$ cat src/design/e1lc_regs.vh
// Offsets, field positions, reset values and timing counts of the line and store command control registers
`ifndef E1LC_REGS_VH
`define E1LC_REGS_VH

// Register byte addresses on the parallel control port
`define E1LC_LINE_RST_ALIGN_MON_ADDR   8'hAA
`define E1LC_DRV_CLK_SRC_ADDR          8'h1D

// Fields of line_reset_store_align_monitor_ctrl
`define E1LC_LINE_IF_RESET_BIT         7
`define E1LC_RX_ALIGN_BIT              6
`define E1LC_TX_ALIGN_BIT              5
`define E1LC_RX_MON_SEL_MSB            4
`define E1LC_RX_MON_SEL_LSB            0

// Fields of line_driver_clock_source_ctrl
`define E1LC_OPEN_DRAIN_BIT            7
`define E1LC_DISCONNECT_BIT            6
`define E1LC_SYNC_MODE_BIT             5
`define E1LC_UNUSED_HI_BIT             4
`define E1LC_UNUSED_LO_BIT             3
`define E1LC_TX_CLK_SRC_BIT            2
`define E1LC_RX_STORE_RESET_BIT        1
`define E1LC_TX_STORE_RESET_BIT        0

// Reset values
`define E1LC_LINE_RST_ALIGN_MON_RST    8'h00
`define E1LC_DRV_CLK_SRC_RST           8'h00

// Unassigned bits of the drive register read back as zero
`define E1LC_DRV_CLK_SRC_MASK          8'hE7

// Backplane clock rising edges a command is held across
`define E1LC_BP_EDGES                  2

`endif

$ cat src/design/e1lc_cmd_xfer.v
// Holds a command pulse until the target backplane clock has seen it on enough rising edges
module e1lc_cmd_xfer #(
    parameter EDGES = 2
) (
    // Clock and reset
    input  wire core_clk,
    input  wire nrst,
    // Command trigger from the register logic
    input  wire trig,
    // Backplane clock as a raw pin level
    input  wire bp_clk_pin,
    // Stretched command level toward the backplane logic
    output wire cmd_out,
    output wire busy
);

    reg        bp_meta_reg;
    reg        bp_sync_reg;
    reg        bp_prev_reg;
    reg        cmd_reg;
    reg  [3:0] edge_cnt_reg;
    reg  [3:0] edge_cnt_next;
    reg        cmd_next;
    wire       bp_rise;

    // First stage feeds only the second stage
    always @(posedge core_clk)
    begin
        if (!nrst)
        begin
            bp_meta_reg <= 1'b0;
            bp_sync_reg <= 1'b0;
            bp_prev_reg <= 1'b0;
        end
        else
        begin
            bp_meta_reg <= bp_clk_pin;
            bp_sync_reg <= bp_meta_reg;
            bp_prev_reg <= bp_sync_reg;
        end
    end

    assign bp_rise = bp_sync_reg & ~bp_prev_reg;

    always @*
    begin
        cmd_next      = cmd_reg;
        edge_cnt_next = edge_cnt_reg;
        if (trig)
        begin
            // A new command restarts the hold so it is never shortened
            cmd_next      = 1'b1;
            edge_cnt_next = 4'h0;
        end
        else if (cmd_reg && bp_rise)
        begin
            if (edge_cnt_reg == EDGES[3:0] - 4'h1)
            begin
                cmd_next      = 1'b0;
                edge_cnt_next = 4'h0;
            end
            else
            begin
                edge_cnt_next = edge_cnt_reg + 4'h1;
            end
        end
    end

    always @(posedge core_clk)
    begin
        if (!nrst)
        begin
            cmd_reg      <= 1'b0;
            edge_cnt_reg <= 4'h0;
        end
        else
        begin
            cmd_reg      <= cmd_next;
            edge_cnt_reg <= edge_cnt_next;
        end
    end

    assign cmd_out = cmd_reg;
    assign busy    = cmd_reg;

endmodule

$ cat src/design/e1lc_ctrl.v
// Line interface, elastic store command and line driver control registers on the parallel control port
`include "e1lc_regs.vh"

module e1lc_ctrl #(
    parameter BP_EDGES = `E1LC_BP_EDGES
) (
    // Clock and reset
    input  wire       core_clk,
    input  wire       nrst,
    // Parallel control port pins
    input  wire       cs_n,
    input  wire       rd_n,
    input  wire       wr_n,
    input  wire [7:0] addr,
    input  wire [7:0] data_in,
    output wire [7:0] data_out,
    output wire       data_oe,
    // Backplane clocks as pin levels
    input  wire       rx_backplane_clock,
    input  wire       tx_backplane_clock,
    // Elastic store pointer separation status, at least half a frame
    input  wire       rx_store_sep_ge_half,
    input  wire       tx_store_sep_ge_half,
    // Transmit clock selection inputs
    input  wire       tx_clock_loss_mux_ctrl,
    input  wire       tx_clock_lost,
    // Transmit line data
    input  wire       line_bit_tick,
    input  wire       tx_bipolar_in_pos,
    input  wire       tx_bipolar_in_neg,
    output wire       line_tx_out_a,
    output wire       line_tx_out_a_oe,
    output wire       line_tx_out_b,
    output wire       line_tx_out_b_oe,
    // Commands toward recovery, jitter attenuator and elastic stores
    output wire       line_if_reset,
    output wire       rx_store_align,
    output wire       tx_store_align,
    output wire       rx_store_reset,
    output wire       tx_store_reset,
    // Static settings
    output wire [4:0] rx_chan_monitor_sel,
    output wire       line_rx_sync_signal_mode,
    output wire       tx_clk_use_recovered,
    output wire       tx_clock_pin_ignored
);

    // Synchronised port and pin inputs
    reg  [18:0] port_meta_reg;
    reg  [18:0] port_sync_reg;
    reg  [3:0]  misc_meta_reg;
    reg  [3:0]  misc_sync_reg;
    reg         wr_act_prev_reg;

    // Registers
    reg  [7:0]  line_reset_store_align_monitor_ctrl_reg;
    reg  [7:0]  line_driver_clock_source_ctrl_reg;
    reg  [7:0]  data_out_reg;
    reg         data_oe_reg;
    reg         line_if_reset_reg;
    reg         rx_align_trig_reg;
    reg         tx_align_trig_reg;
    reg         rx_reset_trig_reg;
    reg         tx_reset_trig_reg;
    reg         tx_clk_rec_reg;
    reg         tx_pin_ign_reg;

    // Line pattern state
    reg         pat_bit_reg;
    reg         mark_pol_reg;
    reg         line_a_reg;
    reg         line_a_oe_reg;
    reg         line_b_reg;
    reg         line_b_oe_reg;

    wire        cs_s;
    wire        rd_s;
    wire        wr_s;
    wire [7:0]  addr_s;
    wire [7:0]  wdata_s;
    wire        tx_pos_s;
    wire        tx_neg_s;
    wire        rx_sep_s;
    wire        tx_sep_s;
    wire        wr_act;
    wire        wr_take;
    wire        rd_act;
    wire [7:0]  mon_wr;
    wire [7:0]  drv_wr;
    wire        mark;
    wire        mark_pos;
    wire        mark_neg;
    wire        open_drain;
    wire [8:0]  rd_map;

    // Rising bit detection against the stored value
    function rose;
        input [7:0] old_val;
        input [7:0] new_val;
        input integer pos;
        begin
            rose = ~old_val[pos] & new_val[pos];
        end
    endfunction

    // Readback of a mapped address; unmapped reads leave the bus undriven
    function [8:0] read_map;
        input [7:0] a;
        input [7:0] mon_val;
        input [7:0] drv_val;
        begin
            if (a == `E1LC_LINE_RST_ALIGN_MON_ADDR)
                read_map = {1'b1, mon_val};
            else if (a == `E1LC_DRV_CLK_SRC_ADDR)
                read_map = {1'b1, drv_val & `E1LC_DRV_CLK_SRC_MASK};
            else
                read_map = 9'h000;
        end
    endfunction

    // Port pins are asynchronous: two stages, reset inactive so no false write follows reset
    always @(posedge core_clk)
    begin
        if (!nrst)
        begin
            port_meta_reg <= 19'h00000;
            port_sync_reg <= 19'h00000;
            misc_meta_reg <= 4'h0;
            misc_sync_reg <= 4'h0;
        end
        else
        begin
            port_meta_reg <= {~cs_n, ~rd_n, ~wr_n, addr, data_in};
            port_sync_reg <= port_meta_reg;
            misc_meta_reg <= {tx_bipolar_in_pos, tx_bipolar_in_neg, rx_store_sep_ge_half, tx_store_sep_ge_half};
            misc_sync_reg <= misc_meta_reg;
        end
    end

    assign cs_s     = port_sync_reg[18];
    assign rd_s     = port_sync_reg[17];
    assign wr_s     = port_sync_reg[16];
    assign addr_s   = port_sync_reg[15:8];
    assign wdata_s  = port_sync_reg[7:0];
    assign tx_pos_s = misc_sync_reg[3];
    assign tx_neg_s = misc_sync_reg[2];
    assign rx_sep_s = misc_sync_reg[1];
    assign tx_sep_s = misc_sync_reg[0];

    // Write is taken as the strobe ends, when address and data have long settled
    assign wr_act  = cs_s & wr_s;
    assign wr_take = wr_act_prev_reg & ~wr_act;
    assign rd_act  = cs_s & rd_s & ~wr_s;
    assign mon_wr  = (wr_take && addr_s == `E1LC_LINE_RST_ALIGN_MON_ADDR) ?
                     wdata_s : line_reset_store_align_monitor_ctrl_reg;
    assign drv_wr  = (wr_take && addr_s == `E1LC_DRV_CLK_SRC_ADDR) ?
                     wdata_s : line_driver_clock_source_ctrl_reg;

    always @(posedge core_clk)
    begin
        if (!nrst)
        begin
            wr_act_prev_reg                         <= 1'b0;
            line_reset_store_align_monitor_ctrl_reg <= `E1LC_LINE_RST_ALIGN_MON_RST;
            line_driver_clock_source_ctrl_reg       <= `E1LC_DRV_CLK_SRC_RST;
            line_if_reset_reg                       <= 1'b0;
            rx_align_trig_reg                       <= 1'b0;
            tx_align_trig_reg                       <= 1'b0;
            rx_reset_trig_reg                       <= 1'b0;
            tx_reset_trig_reg                       <= 1'b0;
        end
        else
        begin
            wr_act_prev_reg                         <= wr_act;
            line_reset_store_align_monitor_ctrl_reg <= mon_wr;
            line_driver_clock_source_ctrl_reg       <= drv_wr & `E1LC_DRV_CLK_SRC_MASK;
            line_if_reset_reg <= rose(line_reset_store_align_monitor_ctrl_reg, mon_wr, `E1LC_LINE_IF_RESET_BIT);
            rx_align_trig_reg <= rose(line_reset_store_align_monitor_ctrl_reg, mon_wr, `E1LC_RX_ALIGN_BIT)
                                 & ~rx_sep_s;
            tx_align_trig_reg <= rose(line_reset_store_align_monitor_ctrl_reg, mon_wr, `E1LC_TX_ALIGN_BIT)
                                 & ~tx_sep_s;
            rx_reset_trig_reg <= rose(line_driver_clock_source_ctrl_reg, drv_wr, `E1LC_RX_STORE_RESET_BIT);
            tx_reset_trig_reg <= rose(line_driver_clock_source_ctrl_reg, drv_wr, `E1LC_TX_STORE_RESET_BIT);
        end
    end

    // Register readback
    assign rd_map = read_map(addr_s, line_reset_store_align_monitor_ctrl_reg, line_driver_clock_source_ctrl_reg);
    always @(posedge core_clk)
    begin
        if (!nrst)
        begin
            data_out_reg <= 8'h00;
            data_oe_reg  <= 1'b0;
        end
        else
        begin
            data_out_reg <= rd_map[7:0];
            data_oe_reg  <= rd_act & rd_map[8];
        end
    end

    always @(posedge core_clk)
    begin
        if (!nrst)
        begin
            tx_clk_rec_reg <= 1'b0;
            tx_pin_ign_reg <= 1'b0;
        end
        else
        begin
            tx_clk_rec_reg <= line_driver_clock_source_ctrl_reg[`E1LC_TX_CLK_SRC_BIT]
                              | (tx_clock_loss_mux_ctrl & tx_clock_lost);
            tx_pin_ign_reg <= line_driver_clock_source_ctrl_reg[`E1LC_TX_CLK_SRC_BIT];
        end
    end

    // 1010 pattern with alternating mark polarity when the disconnect bit is set, otherwise the bipolar inputs
    assign mark       = line_driver_clock_source_ctrl_reg[`E1LC_DISCONNECT_BIT] ? pat_bit_reg : (tx_pos_s | tx_neg_s);
    assign mark_pos   = line_driver_clock_source_ctrl_reg[`E1LC_DISCONNECT_BIT] ? (pat_bit_reg & ~mark_pol_reg)
                                                                                 : tx_pos_s;
    assign mark_neg   = line_driver_clock_source_ctrl_reg[`E1LC_DISCONNECT_BIT] ? (pat_bit_reg & mark_pol_reg)
                                                                                 : tx_neg_s;
    assign open_drain = line_driver_clock_source_ctrl_reg[`E1LC_OPEN_DRAIN_BIT];

    always @(posedge core_clk)
    begin
        if (!nrst)
        begin
            pat_bit_reg   <= 1'b1;
            mark_pol_reg  <= 1'b0;
            line_a_reg    <= 1'b0;
            line_a_oe_reg <= 1'b0;
            line_b_reg    <= 1'b0;
            line_b_oe_reg <= 1'b0;
        end
        else
        begin
            if (line_bit_tick)
            begin
                pat_bit_reg  <= ~pat_bit_reg;
                // Polarity only advances on a mark so the line stays DC free
                mark_pol_reg <= mark_pol_reg ^ (mark & line_driver_clock_source_ctrl_reg[`E1LC_DISCONNECT_BIT]);
            end
            if (open_drain)
            begin
                line_a_reg    <= 1'b0;
                line_a_oe_reg <= mark_pos;
                line_b_reg    <= 1'b0;
                line_b_oe_reg <= mark_neg;
            end
            else
            begin
                line_a_reg    <= mark_pos;
                line_a_oe_reg <= 1'b1;
                line_b_reg    <= mark_neg;
                line_b_oe_reg <= 1'b1;
            end
        end
    end

    // store commands held into backplane domains
    e1lc_cmd_xfer #(.EDGES(BP_EDGES)) u_rx_align (
        .core_clk   (core_clk),
        .nrst       (nrst),
        .trig       (rx_align_trig_reg),
        .bp_clk_pin (rx_backplane_clock),
        .cmd_out    (rx_store_align),
        .busy       ()
    );

    e1lc_cmd_xfer #(.EDGES(BP_EDGES)) u_tx_align (
        .core_clk   (core_clk),
        .nrst       (nrst),
        .trig       (tx_align_trig_reg),
        .bp_clk_pin (tx_backplane_clock),
        .cmd_out    (tx_store_align),
        .busy       ()
    );

    e1lc_cmd_xfer #(.EDGES(BP_EDGES)) u_rx_reset (
        .core_clk   (core_clk),
        .nrst       (nrst),
        .trig       (rx_reset_trig_reg),
        .bp_clk_pin (rx_backplane_clock),
        .cmd_out    (rx_store_reset),
        .busy       ()
    );

    e1lc_cmd_xfer #(.EDGES(BP_EDGES)) u_tx_reset (
        .core_clk   (core_clk),
        .nrst       (nrst),
        .trig       (tx_reset_trig_reg),
        .bp_clk_pin (tx_backplane_clock),
        .cmd_out    (tx_store_reset),
        .busy       ()
    );

    assign data_out                 = data_out_reg;
    assign data_oe                  = data_oe_reg;
    assign line_if_reset            = line_if_reset_reg;
    assign rx_chan_monitor_sel      = line_reset_store_align_monitor_ctrl_reg[`E1LC_RX_MON_SEL_MSB:`E1LC_RX_MON_SEL_LSB];
    assign line_rx_sync_signal_mode = line_driver_clock_source_ctrl_reg[`E1LC_SYNC_MODE_BIT];
    assign tx_clk_use_recovered     = tx_clk_rec_reg;
    assign tx_clock_pin_ignored     = tx_pin_ign_reg;
    assign line_tx_out_a            = line_a_reg;
    assign line_tx_out_a_oe         = line_a_oe_reg;
    assign line_tx_out_b            = line_b_reg;
    assign line_tx_out_b_oe         = line_b_oe_reg;

endmodule

$ cat config.mk
export PLATFORM = sky130hd
export DESIGN_NAME = e1lc_ctrl
export DESIGN_NICKNAME = d
export VERILOG_FILES = /design/src/design/e1lc_cmd_xfer.v /design/src/design/e1lc_ctrl.v
export VERILOG_INCLUDE_DIRS = /design/src /design/src/design
export SDC_FILE = /design/constraint.sdc
export NUM_CORES = 1
export LEC_CHECK = 0
export BUFFER_PORTS_ARGS = -buffer_cell sky130_fd_sc_hd__buf_2
export CAP_MARGIN = 30
export CORE_AREA = 4 4 87 89
export CTS_BUF_LIST = sky130_fd_sc_hd__clkbuf_8
export DETAILED_ROUTE_END_ITERATION = 12
export DIE_AREA = 0 0 91 93
export GPL_TIMING_DRIVEN = 0
export MAX_ROUTING_LAYER = met4
export PLACE_DENSITY_LB_ADDON = 0.1
export SYNTH_ARGS = -nofsm -noshare
export SYNTH_HDL_FRONTEND = slang
export SYNTH_HIERARCHICAL = 1
export SYNTH_SLANG_ARGS = --single-unit
$ cat constraint.sdc
create_clock -name core_clk -period 1.8 [get_ports core_clk]
set_input_delay 0.36 -clock core_clk [delete_from_list [all_inputs] [get_ports core_clk]]
set_output_delay 0.36 -clock core_clk [all_outputs]
set_load 0.01 [all_outputs]
==> metrics.md <==
| Metric | Value |
|---|---|
| Non-Filler Instances | 540 |
| CTS tree | built |
| Logic pwr share | 2.9% |
| Number of buffers on the longest clock path | 2 |
| First-pass GRT wire length | 11760 um |
| Finished Core Util | between 70% and 80% |
| Largest net degree at the start of global routing | 22 |
| Fraction of the cycle the final worst path needs | 79.94% |
| Port bufs | 55 |
| Worst-margin pin slew | 0.4942 ns |
| Core ar. | 6756 um^2 |
| DP Worst Slack | -0.05006 ns |
| Syn avg cell area | 10.66 um^2 |
| Top delay family on crit path | flip-flops |
| Ports | 56 |
| CTS HTree Levels | 4 |
| CTS clk-pin slew, worst paths | 0.07 ns |
| Syn_nets | 403 |
| Max capacitance violation total | 0 |
| Count of pins over their slew limit | 0 |
| # nets final | 477 |
| Most frequent cells after synthesis | dfxtp_1, and2_1, nand2_1 |
| Power density cells | 1093 nW/um^2 |
| Sw Ratio | 20.97% |
| Via density | between 4 and 5 |
| Status | complete, no violations |
| Synth area leaders | dfxtp_1, and2_1, mux2i_1 |
| Die ar. | 8463 um^2 |
| Seq/Total Area, Yosys | 57.88% |
| Startpoint Class | register |
| GRT Util Overall | 18.31% |
| Power Internal | 4.122 mW |
| Top-count cell post-synth | dfxtp_1 |
| Async S/R FF share, synth | 0% |
| Final instance area | 4773 um^2 |
| CP Max Fanout | 4 |
| DRC viols | 0 |
| DRT antenna net count | 0 |
| Vias in the first global route | around 2600 |
| Post-cts sizing count | 0 |
| Clock Latency Late Sink | 0.41 ns |
| Cells after Synth | 373 |
| Layout area overhead | 20.01% |
| Initial Util | approximately three fifths |
| Part of the power in registers | 50.5% |
| Hold_buf cts | 0 |
| Routed WL | ~7000 um |
| Vias | between 2000 and 3000 |
| Max_slew headroom | around two thirds |
| Die Span Y | 93 um |
| RSZ-0062 raised after global routing | false |
| P_leak | 2.172 nW |
| Placed inst area | 4353 um^2 |
| Clock sink count | between 100 and 150 |
| Worst VDD drop | 0.6415 mV |
| Synth warn | 6 |
| Post-DR wirelength/cell | 12.79 um |
| PnR Total Power | 5.215 mW |
| Synth top area share | ~58% |
| Count of unique library cells instantiated by Yosys | 34 |
| Hpwl dp | 4700 um |
| Synthesized flop and latch total | approximately 120 |
| # diodes | 0 |
| Worst setup margin | 0.3612 ns |
| Crit path kind | register to output pin |
| Horiz. Die Dim | 91 um |
| 1st-pass router iterations | 5 |
| CP max stage cell | dfxtp_1 |
| Synth Flop Type | dfxtp_1 |
| WP data arrival | 1.08 ns |
| Area leader, netlist | dfxtp_1 |
| # setup viols final | 0 |
| FF-to-FF setup slack | 0.46 ns |
| Crit path buffers/inverters | 2 |
| CP max stage delay | 0.42 ns |
| Share of cells above drive strength 1 | 26.30% |
| Switching pwr | 1.093 mW |
| Final hold vios | 0 |
| Worst Path Required | 1.44 ns |
| Grt total ovfl | 0 |
| Fmax | 695.0 MHz |
| Setup tns final | 0 ns |
| Post-synth EDFFs | 0 |
| Synthesized cell area | 3978 um^2 |
| Initial antenna violation count | 0 |
| Total placed cells including tap cells | 508 |
| Cts bufs inserted | 17 |
| DRT iter0 DRCs | 113 |
| Post-CTS setup buffers | 0 |
| CP cell instances | buf_4 -> buf_2 |
| Hold WS | 0.08505 ns |
| FP Rows | 30 |
| Endpoint class of the critical path | output pin |
| Final Skew | between 0.008 and 0.009 ns |
| CTS Root Cell | clkbuf_8 |
| Final GP Congestion | 0.7726 |
| Min-delay worst type | input port to register |
| Fin crit period | 1.439 ns |
| Clock share of power | between 40 and 50% |
routing by layer:
| metal | vias up | routed length, um | global-route usage [%] |
|---|---|---|---|
| met3 | 8 | 304 | 6.195 |
| met2 | 64 | 3390 | 29.31 |
| li1 | 1378 | - | - |
| met1 | 1219 | 3116 | 20.62 |
| met4 | 0 | 95 | 9.045 |
| met5 | - | 0 | - |
kinds of logic after synthesis:
logic type                synth area share [%]
xor gates and xnor gates                 1.321
DFF                                      57.88
AOI/OAI and AO/OA                        5.348
muxes                                    3.775
and+or+nand+nor                          27.21
buffers and inverters                    4.467
final cells by class:
class,count,area [um^2]
sequential,115,2302
fill,538,1983
multi-input combinational,229,1498
timing repair buffer,55,275.3
clock buffer,19,261.5
clock inverter,13,158.9
buffer,23,155.1
tap,80,100.1
inverter,6,22.52
path summary, 6_finish.rpt:
path                      from           endpoint  depth (start not counted)
max            u_tx_reset/busy     tx_store_reset                          2
min reg2reg  port_meta_reg[15]  port_sync_reg[15]                          1
max reg2reg  port_sync_reg[14]  tx_reset_trig_reg                          4
min                       cs_n  port_meta_reg[18]                          2
placed cells by master (no fill, tap or decap), types with 5 or more instances in the layout:
master and n:
mux2i_1 15, clkbuf_1 7, nor2_1 21, nand2b_1 5
a21oi_1 22, o21ai_0 8, or3_1 12, nand2_1 39
clkbuf_8 19, buf_2 56, xor2_1 5, buf_4 12
dfxtp_1 115, inv_1 5, nand3_1 13, and2_1 55
power groups by stage:
stage / combinational, mW / clock, mW / sequential, mW
floorplan: 0.0878 / 0 / 2.69
detailed placement: 0.152 / 0 / 2.69
global route: 0.171 / 2.62 / 2.64
CTS: 0.153 / 2.48 / 2.63
finish: 0.151 / 2.43 / 2.63
global placement: 0.150 / 0 / 2.69
No activity file was read; power rests on OpenSTA's default activity.
